[src/inc/twm_pkg.sv]
// shared constants and types for the two-wire master transmitter
package twm_pkg;
   typedef logic [1:0] twm_addr_t;              // register index
   typedef logic [7:0] twm_byte_t;              // one bus byte
   // register indices on the plain register port
   localparam twm_addr_t ADDR_CTRL = 2'h0;      // serial_bus_control
   localparam twm_addr_t ADDR_DATA = 2'h1;      // serial_bus_data
   localparam twm_addr_t ADDR_STAT = 2'h2;      // serial_bus_status
   localparam twm_addr_t ADDR_RATE = 2'h3;      // quarter-bit divider
   // control bit positions
   localparam int unsigned CB_EN   = 6;         // unit_enable
   localparam int unsigned CB_STA  = 5;         // start_request
   localparam int unsigned CB_STO  = 4;         // stop_request
   localparam int unsigned CB_FLAG = 3;         // step_done_flag
   localparam int unsigned CB_ACK  = 2;         // ack_enable
   // status codes
   localparam twm_byte_t ST_START   = 8'h08;    // start sent
   localparam twm_byte_t ST_RSTART  = 8'h10;    // repeated start sent
   localparam twm_byte_t ST_AW_ACK  = 8'h18;    // write address acked
   localparam twm_byte_t ST_AW_NACK = 8'h20;    // write address not acked
   localparam twm_byte_t ST_D_ACK   = 8'h28;    // data acked
   localparam twm_byte_t ST_D_NACK  = 8'h30;    // data not acked
   localparam twm_byte_t ST_ARB     = 8'h38;    // arbitration lost
   localparam twm_byte_t ST_AR_ACK  = 8'h40;    // read address acked
   localparam twm_byte_t ST_AR_NACK = 8'h48;    // read address not acked
   localparam twm_byte_t ST_NONE    = 8'hF8;    // no valid code
   // reset values and counts
   localparam twm_byte_t RST_RATE  = 8'h01;     // quarter bit = 2 clocks
   localparam twm_byte_t RST_DATA  = 8'hFF;     // data register
   localparam logic [3:0] BYTE_BITS = 4'h8;     // bits per byte
   // control register fields
   typedef struct packed {
      logic en;                                 // unit_enable
      logic start_request;                                // start_request
      logic stop_request;                                // stop_request
      logic flag;                               // step_done_flag
      logic ack;                                // ack_enable, stored only
   } twm_ctrl_s;
   localparam twm_ctrl_s RST_CTRL = '0;         // all clear after reset
   // sequencer states
   typedef enum logic [3:0] {
      S_IDLE  = 4'h0, S_WFREE = 4'h1, S_ST1 = 4'h2, S_ST2 = 4'h3,
      S_HOLD  = 4'h4, S_BLOW  = 4'h5, S_BSET = 4'h6, S_BHIGH = 4'h7,
      S_AEND  = 4'h8, S_SP1   = 4'h9, S_SP2 = 4'hA, S_SP3 = 4'hB,
      S_RS1   = 4'hC, S_RS2   = 4'hD, S_RS3 = 4'hE, S_LOST = 4'hF
   } twm_state_e;
endpackage

[src/hw/twm_master_tx.sv]
// two-wire master transmitter with register port and open-drain bus pins
// Behaviour
// - four modes; this block does master transmit
// - read/nack high, write/ack low, 8-bit bytes
// - status held while flag set; bus suspended
// - address direction bit picks master mode
// - start request waits for free bus
// - start sent sets flag, status 08h
// - read address in 10h enters receive mode
// - write address outcome gives 18h/20h/38h
// - data write with flag low discarded
// - stop requested by stop bit, flag cleared
// - repeated start gives status 10h
// - 18h address acked, 20h not acked
// - 28h data acked, 30h not acked
// - plain flag clear sends loaded byte
// - start only gives repeated start
// - stop only sends stop, clears stop bit
// - start and stop: stop then start
// - 38h lost; bus released at once, clear goes idle
// - 38h with start waits, then starts
// - clock line held low while flag set, except in 38h
// - no flag after a stop
`timescale 1ns/10ps
module twm_master_tx (
   input  wire logic              ref_clk,      // 25 MHz system clock
   input  wire logic              sys_rst,      // async reset, active high
   input  wire twm_pkg::twm_addr_t reg_addr,    // register index
   input  wire twm_pkg::twm_byte_t reg_wdata,   // write data
   input  wire logic              reg_wr,       // write strobe
   input  wire logic              reg_rd,       // read strobe
   output twm_pkg::twm_byte_t     reg_rdata,    // read data, cycle after strobe
   input  wire logic              scl_in,       // clock line level
   output logic                   scl_out,      // clock line drive value
   output logic                   scl_oe,       // clock line pulled low
   input  wire logic              sda_in,       // data line level
   output logic                   sda_out,      // data line drive value
   output logic                   sda_oe,       // data line pulled low
   output logic                   master_transmit_mode, // address sent with write
   output logic                   master_receive_mode,  // address sent with read
   output logic                   step_done_flag        // copy of the flag bit
);
   import twm_pkg::*;

   twm_ctrl_s  ctrl_q;                          // control register
   twm_byte_t  data_q;                          // data register
   twm_byte_t  status_q;                        // last status code
   twm_byte_t  rate_q;                          // divider reload
   twm_byte_t  div_q;                           // divider count
   twm_byte_t  rdata_q;                         // read data register
   twm_state_e state_q, state_d;                // sequencer
   logic       scl_low_q, scl_low_d;            // pull clock low
   logic       sda_low_q, sda_low_d;            // pull data low
   twm_byte_t  shift_q, shift_d;                // outgoing byte
   logic [3:0] bits_q, bits_d;                  // bits sent
   logic       rs_q, rs_d;                      // start is a repeat
   logic       addr_q, addr_d;                  // byte is an address
   logic       mr_q, mr_d;                      // receive mode
   logic       mt_q, mt_d;                      // transmit mode
   logic       flag_set;                        // hardware sets flag
   twm_byte_t  code_d;                          // code to load
   logic       sto_clr;                         // hardware clears stop bit
   logic       code_ld;                         // ack outcome parked before flag
   logic       scl_m, scl_s, scl_p;             // clock line sync
   logic       sda_m, sda_s, sda_p;             // data line sync
   logic       busy_q;                          // bus owned by anyone

   // decode
   wire tick      = (div_q == 8'h00);           // quarter-bit enable
   wire wr_ctrl   = reg_wr && (reg_addr == ADDR_CTRL);
   wire wr_data   = reg_wr && (reg_addr == ADDR_DATA);
   wire wr_stat   = reg_wr && (reg_addr == ADDR_STAT);
   wire wr_rate   = reg_wr && (reg_addr == ADDR_RATE);
   wire start_see = scl_s && scl_p && sda_p && !sda_s; // falling data, clock high
   wire stop_see  = scl_s && scl_p && !sda_p && sda_s; // rising data, clock high
   wire addr_ph   = (status_q == ST_START) || (status_q == ST_RSTART);
   wire ack_seen  = !sda_s;                      // low means acknowledge
   wire bit_done  = (state_q == S_BHIGH) && tick && scl_s;
   wire arb_lost  = bit_done && (bits_q != BYTE_BITS) && !sda_low_q && !sda_s;
   wire twm_byte_t ctrl_rd = {1'b0, ctrl_q.en, ctrl_q.start_request, ctrl_q.stop_request,
                              ctrl_q.flag, ctrl_q.ack, 2'b00};
   // status reads as no-code while the flag is low
   wire twm_byte_t stat_rd = ctrl_q.flag ? status_q : ST_NONE;
   wire twm_byte_t rd_mux  = (reg_addr == ADDR_CTRL) ? ctrl_rd :
                             (reg_addr == ADDR_DATA) ? data_q  :
                             (reg_addr == ADDR_STAT) ? stat_rd : rate_q;

   // outputs; open drain, so the drive value is always low
   assign scl_out              = 1'b0;
   assign sda_out              = 1'b0;
   assign scl_oe               = scl_low_q;
   assign sda_oe               = sda_low_q;
   assign reg_rdata            = rdata_q;
   assign master_transmit_mode = mt_q;
   assign master_receive_mode  = mr_q;
   assign step_done_flag       = ctrl_q.flag;

   // two-stage sync plus a history stage for edge finding
   always_ff @(posedge ref_clk or posedge sys_rst) begin
      if (sys_rst) begin
         {scl_m, scl_s, scl_p} <= 3'h7;
         {sda_m, sda_s, sda_p} <= 3'h7;
      end else begin
         {scl_m, scl_s, scl_p} <= {scl_in, scl_m, scl_s};
         {sda_m, sda_s, sda_p} <= {sda_in, sda_m, sda_s};
      end
   end

   // bus busy between any start and the next stop
   always_ff @(posedge ref_clk or posedge sys_rst) begin
      if (sys_rst)        busy_q <= 1'b0;
      else if (start_see) busy_q <= 1'b1;
      else if (stop_see)  busy_q <= 1'b0;
   end

   // quarter-bit divider; stretching is absorbed by waiting on the line
   always_ff @(posedge ref_clk or posedge sys_rst) begin
      if (sys_rst)   div_q <= RST_RATE;
      else if (tick) div_q <= rate_q;
      else           div_q <= div_q - 8'h01;
   end

   // control register; a hardware set of the flag beats a software clear
   always_ff @(posedge ref_clk or posedge sys_rst) begin
      if (sys_rst) begin
         ctrl_q <= RST_CTRL;
      end else begin
         if (wr_ctrl) begin
            ctrl_q.en  <= reg_wdata[CB_EN];
            ctrl_q.start_request <= reg_wdata[CB_STA];
            ctrl_q.ack <= reg_wdata[CB_ACK];        // no steering effect
         end
         if (wr_ctrl)      ctrl_q.stop_request <= reg_wdata[CB_STO];
         else if (sto_clr) ctrl_q.stop_request <= 1'b0;
         if (flag_set)     ctrl_q.flag <= 1'b1;
         else if (wr_ctrl && !reg_wdata[CB_FLAG]) ctrl_q.flag <= 1'b0;
      end
   end

   // data register only accepts writes while the flag is up
   always_ff @(posedge ref_clk or posedge sys_rst) begin
      if (sys_rst)                    data_q <= RST_DATA;
      else if (wr_data && ctrl_q.flag) data_q <= reg_wdata;
   end

   // status code loads with the flag, or earlier when an ack outcome is parked; writes are ignored
   always_ff @(posedge ref_clk or posedge sys_rst) begin
      if (sys_rst)       status_q <= ST_NONE;
      else if (flag_set || code_ld) status_q <= code_d;
   end

   // divider reload and read data
   always_ff @(posedge ref_clk or posedge sys_rst) begin
      if (sys_rst) begin
         rate_q  <= RST_RATE;
         rdata_q <= 8'h00;
      end else begin
         if (wr_rate) rate_q <= reg_wdata;
         if (reg_rd)  rdata_q <= rd_mux;
      end
   end

   // sequencer registers
   always_ff @(posedge ref_clk or posedge sys_rst) begin
      if (sys_rst) begin
         state_q   <= S_IDLE;
         scl_low_q <= 1'b0;
         sda_low_q <= 1'b0;
         shift_q   <= 8'h00;
         bits_q    <= 4'h0;
         {rs_q, addr_q, mr_q, mt_q} <= 4'h0;
      end else begin
         state_q   <= state_d;
         scl_low_q <= scl_low_d;
         sda_low_q <= sda_low_d;
         shift_q   <= shift_d;
         bits_q    <= bits_d;
         {rs_q, addr_q, mr_q, mt_q} <= {rs_d, addr_d, mr_d, mt_d};
      end
   end

   // sequencer next state; only enable, start, stop and flag steer it
   always_comb begin
      state_d   = state_q;
      scl_low_d = scl_low_q;
      sda_low_d = sda_low_q;
      shift_d   = shift_q;
      bits_d    = bits_q;
      rs_d      = rs_q;
      addr_d    = addr_q;
      mr_d      = mr_q;
      mt_d      = mt_q;
      flag_set  = 1'b0;
      code_d    = status_q;
      sto_clr   = 1'b0;
      code_ld   = 1'b0;
      if (!ctrl_q.en) begin
         // disabled: let go of both lines at once
         state_d   = S_IDLE;
         scl_low_d = 1'b0;
         sda_low_d = 1'b0;
         mr_d      = 1'b0;
         mt_d      = 1'b0;
      end else begin
         case (state_q)
            S_IDLE: begin
               scl_low_d = 1'b0;
               sda_low_d = 1'b0;
               mr_d      = 1'b0;
               mt_d      = 1'b0;
               if (ctrl_q.start_request && !ctrl_q.flag) state_d = S_WFREE;
               else if (ctrl_q.stop_request && !ctrl_q.flag) sto_clr = 1'b1;
            end
            S_WFREE: begin
               // no start while someone else holds the bus
               if (tick && !busy_q && scl_s && sda_s) begin
                  sda_low_d = 1'b1;
                  rs_d      = 1'b0;
                  state_d   = S_ST1;
               end
            end
            S_ST1: begin
               if (tick) begin
                  scl_low_d = 1'b1;
                  state_d   = S_ST2;
               end
            end
            S_ST2: begin
               if (tick) begin
                  flag_set = 1'b1;
                  code_d   = rs_q ? ST_RSTART : ST_START;
                  state_d  = S_HOLD;
               end
            end
            S_HOLD: begin
               // clock stays low until software clears the flag
               scl_low_d = 1'b1;
               if (!ctrl_q.flag) begin
                  if (addr_ph) begin
                     // address byte; direction bit picks the mode
                     shift_d = data_q;
                     mr_d    = data_q[0];
                     mt_d    = !data_q[0];
                     addr_d  = 1'b1;
                     bits_d  = 4'h0;
                     state_d = S_BLOW;
                  end else if (ctrl_q.stop_request) begin
                     state_d = S_SP1;
                  end else if (ctrl_q.start_request) begin
                     state_d = S_RS1;
                  end else if (mr_q) begin
                     // receive data phase belongs to the receiver block
                     state_d = S_IDLE;
                  end else begin
                     shift_d = data_q;
                     addr_d  = 1'b0;
                     bits_d  = 4'h0;
                     state_d = S_BLOW;
                  end
               end
            end
            S_BLOW: begin
               // data changes only while the clock is low
               if (tick) begin
                  sda_low_d = (bits_q == BYTE_BITS) ? 1'b0 : !shift_q[7];
                  state_d   = S_BSET;
               end
            end
            S_BSET: begin
               if (tick) begin
                  scl_low_d = 1'b0;
                  state_d   = S_BHIGH;
               end
            end
            S_BHIGH: begin
               // a slave holding the clock low delays this sample
               if (arb_lost) begin
                  scl_low_d = 1'b0;
                  sda_low_d = 1'b0;
                  flag_set  = 1'b1;
                  code_d    = ST_ARB;
                  mr_d      = 1'b0;
                  mt_d      = 1'b0;
                  state_d   = S_LOST;
               end else if (bit_done) begin
                  scl_low_d = 1'b1;
                  if (bits_q == BYTE_BITS) begin
                     if (!addr_q)   code_d = ack_seen ? ST_D_ACK : ST_D_NACK;
                     else if (mr_q) code_d = ack_seen ? ST_AR_ACK : ST_AR_NACK;
                     else           code_d = ack_seen ? ST_AW_ACK : ST_AW_NACK;
                     // park the code now; the ack level is gone by the flag tick
                     code_ld = 1'b1;
                     state_d = S_AEND;
                  end else begin
                     shift_d = {shift_q[6:0], 1'b0};
                     bits_d  = bits_q + 4'h1;
                     state_d = S_BLOW;
                  end
               end
            end
            S_AEND: begin
               if (tick) begin
                  flag_set = 1'b1;
                  state_d  = S_HOLD;
               end
            end
            S_SP1: begin
               if (tick) begin
                  sda_low_d = 1'b1;
                  state_d   = S_SP2;
               end
            end
            S_SP2: begin
               if (tick) begin
                  scl_low_d = 1'b0;
                  state_d   = S_SP3;
               end
            end
            S_SP3: begin
               // stop done: data rises with clock high, flag stays low
               if (tick && scl_s) begin
                  sda_low_d = 1'b0;
                  sto_clr   = 1'b1;
                  mr_d      = 1'b0;
                  mt_d      = 1'b0;
                  state_d   = ctrl_q.start_request ? S_WFREE : S_IDLE;
               end
            end
            S_RS1: begin
               if (tick) begin
                  sda_low_d = 1'b0;
                  state_d   = S_RS2;
               end
            end
            S_RS2: begin
               if (tick) begin
                  scl_low_d = 1'b0;
                  state_d   = S_RS3;
               end
            end
            S_RS3: begin
               if (tick && scl_s) begin
                  sda_low_d = 1'b1;
                  rs_d      = 1'b1;
                  state_d   = S_ST1;
               end
            end
            S_LOST: begin
               // bus released; wait for software, then idle or retry
               scl_low_d = 1'b0;
               sda_low_d = 1'b0;
               if (!ctrl_q.flag) state_d = ctrl_q.start_request ? S_WFREE : S_IDLE;
            end
            default: begin
               state_d = S_IDLE;
            end
         endcase
      end
   end

   // checks
   property p_stretch;
      @(posedge ref_clk) disable iff (sys_rst)
      (state_q == S_HOLD && ctrl_q.flag) |=> scl_oe;
   endproperty
   a_stretch: assert property (p_stretch) else $error("clock not held low");

   property p_start_code;
      @(posedge ref_clk) disable iff (sys_rst)
      (state_q == S_ST2 && tick && !rs_q && ctrl_q.en) |=> ctrl_q.flag && status_q == 8'h08;
   endproperty
   a_start_code: assert property (p_start_code) else $error("start code wrong");

   property p_rstart;
      @(posedge ref_clk) disable iff (sys_rst)
      (state_q == S_RS3 && tick && scl_s && ctrl_q.en && !wr_ctrl)
         |-> ##[1:600] (ctrl_q.flag && status_q == 8'h10);
   endproperty
   a_rstart: assert property (p_rstart) else $error("repeated start code");

   property p_no_flag_stop;
      @(posedge ref_clk) disable iff (sys_rst)
      (state_q == S_SP3 && tick && scl_s) |=> !$rose(ctrl_q.flag) ##1 !$rose(ctrl_q.flag);
   endproperty
   a_no_flag_stop: assert property (p_no_flag_stop) else $error("flag after stop");

   property p_sto_clear;
      @(posedge ref_clk) disable iff (sys_rst)
      (state_q == S_SP3 && tick && scl_s && ctrl_q.en && !wr_ctrl) |=> !ctrl_q.stop_request;
   endproperty
   a_sto_clear: assert property (p_sto_clear) else $error("stop bit not cleared");

   property p_discard;
      @(posedge ref_clk) disable iff (sys_rst)
      (wr_data && !ctrl_q.flag) |=> (data_q == $past(data_q));
   endproperty
   a_discard: assert property (p_discard) else $error("data write not discarded");

   property p_status_hold;
      @(posedge ref_clk) disable iff (sys_rst)
      (ctrl_q.flag && $past(ctrl_q.flag)) |-> $stable(status_q);
   endproperty
   a_status_hold: assert property (p_status_hold) else $error("status moved");

   property p_data_ack;
      @(posedge ref_clk) disable iff (sys_rst)
      (bit_done && ctrl_q.en && bits_q == BYTE_BITS && !addr_q)
         |=> (status_q == ($past(ack_seen) ? 8'h28 : 8'h30)) || !ctrl_q.en;
   endproperty
   a_data_ack: assert property (p_data_ack) else $error("data ack code");

   property p_addr_ack;
      @(posedge ref_clk) disable iff (sys_rst)
      (bit_done && ctrl_q.en && bits_q == BYTE_BITS && addr_q && !mr_q && sda_s)
         ##1 ctrl_q.en [*2] |=> status_q == 8'h20;
   endproperty
   a_addr_ack: assert property (p_addr_ack) else $error("address nack code");

   property p_arb;
      @(posedge ref_clk) disable iff (sys_rst)
      (arb_lost && ctrl_q.en) |=> status_q == 8'h38 && !scl_oe && !sda_oe;
   endproperty
   a_arb: assert property (p_arb) else $error("arbitration loss handling");
endmodule

[config.mk]
export PLATFORM = sky130hd
export DESIGN_NAME = twm_master_tx
export DESIGN_NICKNAME = d
export VERILOG_FILES = /design/src/inc/twm_pkg.sv /design/src/hw/twm_master_tx.sv
export SDC_FILE = /design/constraint.sdc
export NUM_CORES = 1
export LEC_CHECK = 0
export BUFFER_PORTS_ARGS = -buffer_cell sky130_fd_sc_hd__clkbuf_2
export CAP_MARGIN = 25
export CORE_MARGIN = 4
export CORE_UTILIZATION = 45
export DETAILED_ROUTE_END_ITERATION = 8
export PLACE_DENSITY_LB_ADDON = 0.25
export SLEW_MARGIN = 15
export SYNTH_ARGS = -nofsm -noshare
export SYNTH_HDL_FRONTEND = slang
export SYNTH_SLANG_ARGS = --single-unit
[constraint.sdc]
create_clock -name ref_clk -period 2.8 [get_ports ref_clk]
set_clock_uncertainty 0.05 [all_clocks]
set_input_delay 0 -clock ref_clk [delete_from_list [all_inputs] [get_ports ref_clk]]
set_output_delay 0 -clock ref_clk [all_outputs]
set_load 0.1 [all_outputs]
Word-level counts from Yosys, hierarchy flattened

Index checks and enable logic that the tools add are counted.

$add $sub $neg: 2
Multiply operators: 0
Divide/modulo/power cells: 0
Order comparisons: 0
Equal/unequal tests: 58
Shift-type cells: 0
Multiplexer cells: 106
Bitwise logic cells: 1
Reduce and logical (&&, ||, !) cells: 51

Operator list:

| operator                                             | number |
|---|---|
| two-way mux 8 bit                                    | 17 |
| two-way mux 4 bit                                    | 30 |
| case mux 4 bit (15 select lines)                     | 1 |
| != test 3 bit (second input constant)                | 19 |
| two-way mux 1 bit                                    | 42 |
| equality test 4 bit (second input constant)          | 9 |
| case mux 8 bit (2 select lines)                      | 2 |
| logical AND 1 bit                                    | 21 |
| equality test 4 x 3 -> 1 bit (second input constant) | 4 |
| AND reduction 15 bit                                 | 1 |
| two-way mux 7 bit                                    | 2 |
| != test 2 bit (second input constant)                | 7 |
| AND reduction 6 bit                                  | 2 |
| nonzero test 2 bit                                   | 6 |
| two-way mux 5 bit                                    | 2 |
| != test 3 x 2 -> 1 bit (second input constant)       | 3 |
| != test 9 x 2 -> 1 bit (second input constant)       | 1 |
| AND reduction 9 bit                                  | 1 |
| equality test 4 x 2 -> 1 bit (second input constant) | 2 |
| equality test 8 x 4 -> 1 bit (second input constant) | 1 |
| equality test 8 x 5 -> 1 bit (second input constant) | 1 |
| logical NOT 1 bit                                    | 8 |
| logical NOT 8 bit                                    | 1 |
| != test 4 bit (second input constant)                | 2 |
| 24 further kinds                                     | 33 |

Flip-flop bits (word level): 74
Latch bits: 0
RAM bits: 0
Bits in read-only memories: 0
Bits of input ports: 16
Output and inout bits: 15
Word-level logic and storage cells: 244
Memories: 0

Depth between registers and ports, before layout

Depth after elaboration: 11
Depth in mapped cells: 7
Mapped depth without buffers: 7

Least setup slack after synthesis

OpenSTA, ideal clock, no wires.

Path type: reg-to-reg
Start point: register sda_low_q (netlist: sda_oe)
End point: register shift_q[1]
Library setup time: 0.128 ns
Data arrival time: 2.142 ns
Data required time: 2.622 ns
Path slack: 0.481 ns
Cell stages (with the launch flop): 6
Path buffers: 0
Period minus slack after synthesis: 2.319 ns
Path through: dfrtp_1 > nor3b_1 > a31oi_1 > o22a_1 > nand3_4 > mux2_1

Cells in the longest elaborated chain, start to end: 5

RTL lines:

| what                                 | line                 | text |
|---|---|---|
| start: declaration                   | twm_master_tx.sv:53  | `logic sda_low_q, sda_low_d;` |
| start signal: assignment             | twm_master_tx.sv:175 | `sda_low_q <= sda_low_d;` |
| logical NOT 1 bit                    | twm_master_tx.sv:79  | `wire arb_lost = bit_done && (bits_q != BYTE_BITS) && !sda_low_q && !sda_s;` |
| logical AND 1 bit (2 in series)      | twm_master_tx.sv:79  |  |
| != test 2 bit (no source line)       | n/a                  |  |
| AND reduction 9 bit (no source line) | n/a                  |  |
| end signal: assignment               | twm_master_tx.sv:176 | `shift_q <= shift_d;` |
| end: declaration                     | twm_master_tx.sv:54  | `twm_byte_t shift_q, shift_d;` |

No other way between the ends.
A chain may end at the register's enable or synchronous reset.

Worst setup path in the final report

Start point: register div_q[1]
End point: register shift_q[5]

Cells in the longest elaborated chain, start to end: 8
Elaborated cells between the ends (all ways): 9
Classes of those cells: 2 x eq/ne; 7 x reduce/logical

RTL lines:

| what                                     | line                 | text |
|---|---|---|
| start: declaration                       | twm_master_tx.sv:49  | `twm_byte_t div_q;` |
| start signal: assignment                 | twm_master_tx.sv:119 | `else if (tick) div_q <= rate_q;` |
| start signal: assignment                 | twm_master_tx.sv:120 | `else div_q <= div_q - 8'h01;` |
| logical NOT 8 bit (*)                    | twm_master_tx.sv:69  | `wire tick = (div_q == 8'h00);` |
| logical AND 1 bit (*) (2 in series)      | twm_master_tx.sv:78  | `wire bit_done = (state_q == S_BHIGH) && tick && scl_s;` |
| logical AND 1 bit (3 in series)          | twm_master_tx.sv:79  |  |
| != test 2 bit (no source line)           | n/a                  |  |
| AND reduction 9 bit (no source line) (*) | n/a                  |  |

Mark *: on every way between the ends. The rest lies on a longest branch, timed or not.

==> summary.txt <==
Outcome
  – Status: finished, final reports clean

Setup path
  – Critical Path Start: div_q[1]
  – Type of origin of the critical path: flip-flop
  – Worst setup EP type: flip-flop
  – Worst r2r src: div_q[1]
  – CP required: 2970 ps
  – R2R cell count: 7
  – Crit Path Class: reg2reg
  – Crit path to: shift_q[5]
  – Max Fanout on Critical Path: 10
  – R2r setup slk: 330 ps
  – Reg-to-reg endpoint: shift_q[5]
  – WP data arrival: 2640 ps

Layout
  – FILL cells: 764
  – Final instance area: 4660 µm²
  – Seq. cell area: 1800 µm²
  – Share of cells above drive strength 1: 28.4%
  – Synth-to-Final Area Change: 14.7%
  – Nets: 457
  – Antenna diode instance count: 0
  – Multi-input logic area: 2090 µm²

Detailed routing
  – 1st-pass router iterations: 7
  – Routed wire length: 10.2 mm
  – Via density: 6.00
  – DRC Markers: 0
  – DR vias: 3287
  – Routed Antenna Nets: 0
  – Wire length per cell: 18.7 µm
  – DRT iter0 DRCs: 251

Place
  – Final estimated routing congestion in global placement: 0.983
  – Dpl hpwl: 7.26 mm
  – Dpl cell area: 4330 µm²
  – Port buffer count: 28

Synth
  – Most common flop cell mapped by yosys: dfrtp_1
  – Sequential area share after synthesis: 44.4%
  – Synth Area per Inst: 10.3 µm²
  – Cells after Synth: 394
  – Post-Synthesis Cell Area: 4060 µm²
  – Seq cells post-synth: 71
  – Yosys top cell by area: dfrtp_1
  – Most common library cells after synthesis: 53 x nand2_1, 50 x dfrtp_1, 25 x o21ai_0
  – Top-area cell type share of the netlist area: 30.8%
  – Synthesis Warnings: 0
  – Count leader, synth: nand2_1
  – Yosys cell types: 75
  – Leading post-synthesis cells by cell area: dfrtp_1 31%, dfstp_2 14%, mux2_2 6.7%
  – Post-synth EDFFs: 0
  – Asr flop ratio synth: 100%

Global routing
  – Antenna violations before repair: 0
  – Largest net degree at the start of global routing: 72
  – GRT Resource Usage Total: 20.9%
  – Vias in the first global route: 3329
  – First-pass GRT wire length: 17.3 mm
  – Grt ovf: 0

CTS
  – Post-CTS Resized: 0
  – Root Buffer: clkbuf_8
  – H-tree levels: 3
  – Max Buffers Root-to-Sink: 2
  – CTS sink cnt: 71
  – CTS Buf Count: 9
  – CTS tree: yes
  – Clock transition at path regs: 80 ps
  – Clock latency at the later pin of the worst-skew pair: 340 ps

Power and ir drop
  – Power Density: 842 nW/µm²
  – Leakage: 1.93 nW
  – Maximum VDD drop: 0.000322 V

Flow run
  – Max cap viols: 0

STA
  – Max-slew headroom: 39.6%
  – Fmax: 405 MHz
  – Slew Viols, Final: 0
  – RSZ-0062 raised after global routing: false
  – Min Tclk post-route: 2470 ps
  – Worst Tran Pin Value: 906 ps
  – Fin Setup TNS: 0 ps
  – Final period util: 88.2%
  – Final Hold Viols: 0
  – Final Setup Violations: 0

Die
  – Die extent in y: 103 µm
  – FP Rows: 34
  – Core Region: 8760 µm²
  – Initial Util: 46.4%
  – Die X: 103 µm
  – Ports: 31
  – Die area: 10600 µm²

Min path
  – Worst hold path type: in2reg
-- cell usage in the layout (no fill, tap or decap), drive strengths merged, types with 4 or more instances in the layout --
master,instances
nor3,6
nor2,15
o31ai,4
dfrtp,50
nand2b,7
buf,12
mux4,4
o21ai,26
nand4,4
a31oi,11
mux2i,8
o211ai,4
xnor2,4
nor3b,4
a21oi,11
dfstp,21
o21a,4
inv,20
nand2,54
ha,6
clkbuf,38
mux2,33
nand3,9
dlygate4sd3,12
-- power by group --
group          internal, W  total, W  leakage, nW  switching [W]
registers          0.00132   0.00158        0.854       0.000253
clock network     0.000440  0.000848        0.103       0.000408
logic             0.000544   0.00150        0.970       0.000954
-- registers in the layout, indices dropped and copies added (netlist names), 4 cells and up --
signal	flops
state_q	4
bits_q	4
shift_q	8
rate_q	8
reg_rdata	8
ctrl_q	4
status_q	5
div_q	8
data_q	8
-- layer usage --
layer / GRT usage [%] / vias to the layer above / wire [µm]
met3: 5.01 / 25 / 656
met4: 9.16 / 0 / 365
met5: 0 / - / 0
met2: 31.3 / 142 / 4810
li1: - / 1537 / -
met1: 29.0 / 1583 / 4420
-- critical path: stages (launching register included) --
cell	delay [ps]
dfrtp_1	380
inv_1	100
ha_1	160
nor3b_2	480
a31oi_1	250
o22a_1	360
nand3_4	210
mux2_2	360
-- repair_timing --
item | CTS | global route
hold buffers | 12 | 0
buffers inserted | 0 | 0
endpoints found under the hold margin | 76 | 0
-- metrics by stage --
step	hold slack (ps)	std cells	total power, W	util [%]	worst slack, ps
6_report	107	548	0.00392	53.2	329
2_1_floorplan	-45.5	395	0.00273	-	481
5_1_grt	128	548	0.00416	53.2	195
3_5_place_dp	46.3	520	0.00306	49.4	344
4_1_cts	91.5	548	0.00394	53.2	330
3_3_place_gp	41.2	520	0.00305	49.4	448
-- logic make-up after synthesis --
| group | Yosys count | share of synthesized area, % |
|---|---|---|
| other cells | 1 | 0.0923 |
| compound gates | 98 | 18.1 |
| simple gates | 125 | 16.7 |
| buf+inv | 42 | 4.22 |
| xor+xnor | 6 | 1.29 |
| mux | 45 | 13.3 |
| flops | 71 | 44.4 |
| fa+ha+maj | 6 | 1.85 |
-- cell type report --
| class | instances | area share, % |
|---|---|---|
| inverter | 19 | 1.53 |
| sequential | 71 | 38.7 |
| clock buffer | 10 | 2.95 |
| clock inverter | 6 | 1.48 |
| multi-input combinational | 282 | 44.9 |
| timing repair buffer | 52 | 7.52 |
| tap | 108 | 2.90 |
-- how the worst min path moves through the flow --
stage                     slack (ps)         from      endpoint  cells after the start
after CTS                         90  reg_addr[0]  reg_rdata[0]                      3
after global placement            40       scl_in         scl_m                      1
after floorplan                  -50       scl_in         scl_m                      0
after global routing             130       reg_wr     ctrl_q[2]                      4
after detailed placement          50       sda_in         sda_m                      1
final                            110  reg_addr[0]  reg_rdata[7]                      3
Power figures use the tool's default switching activity.
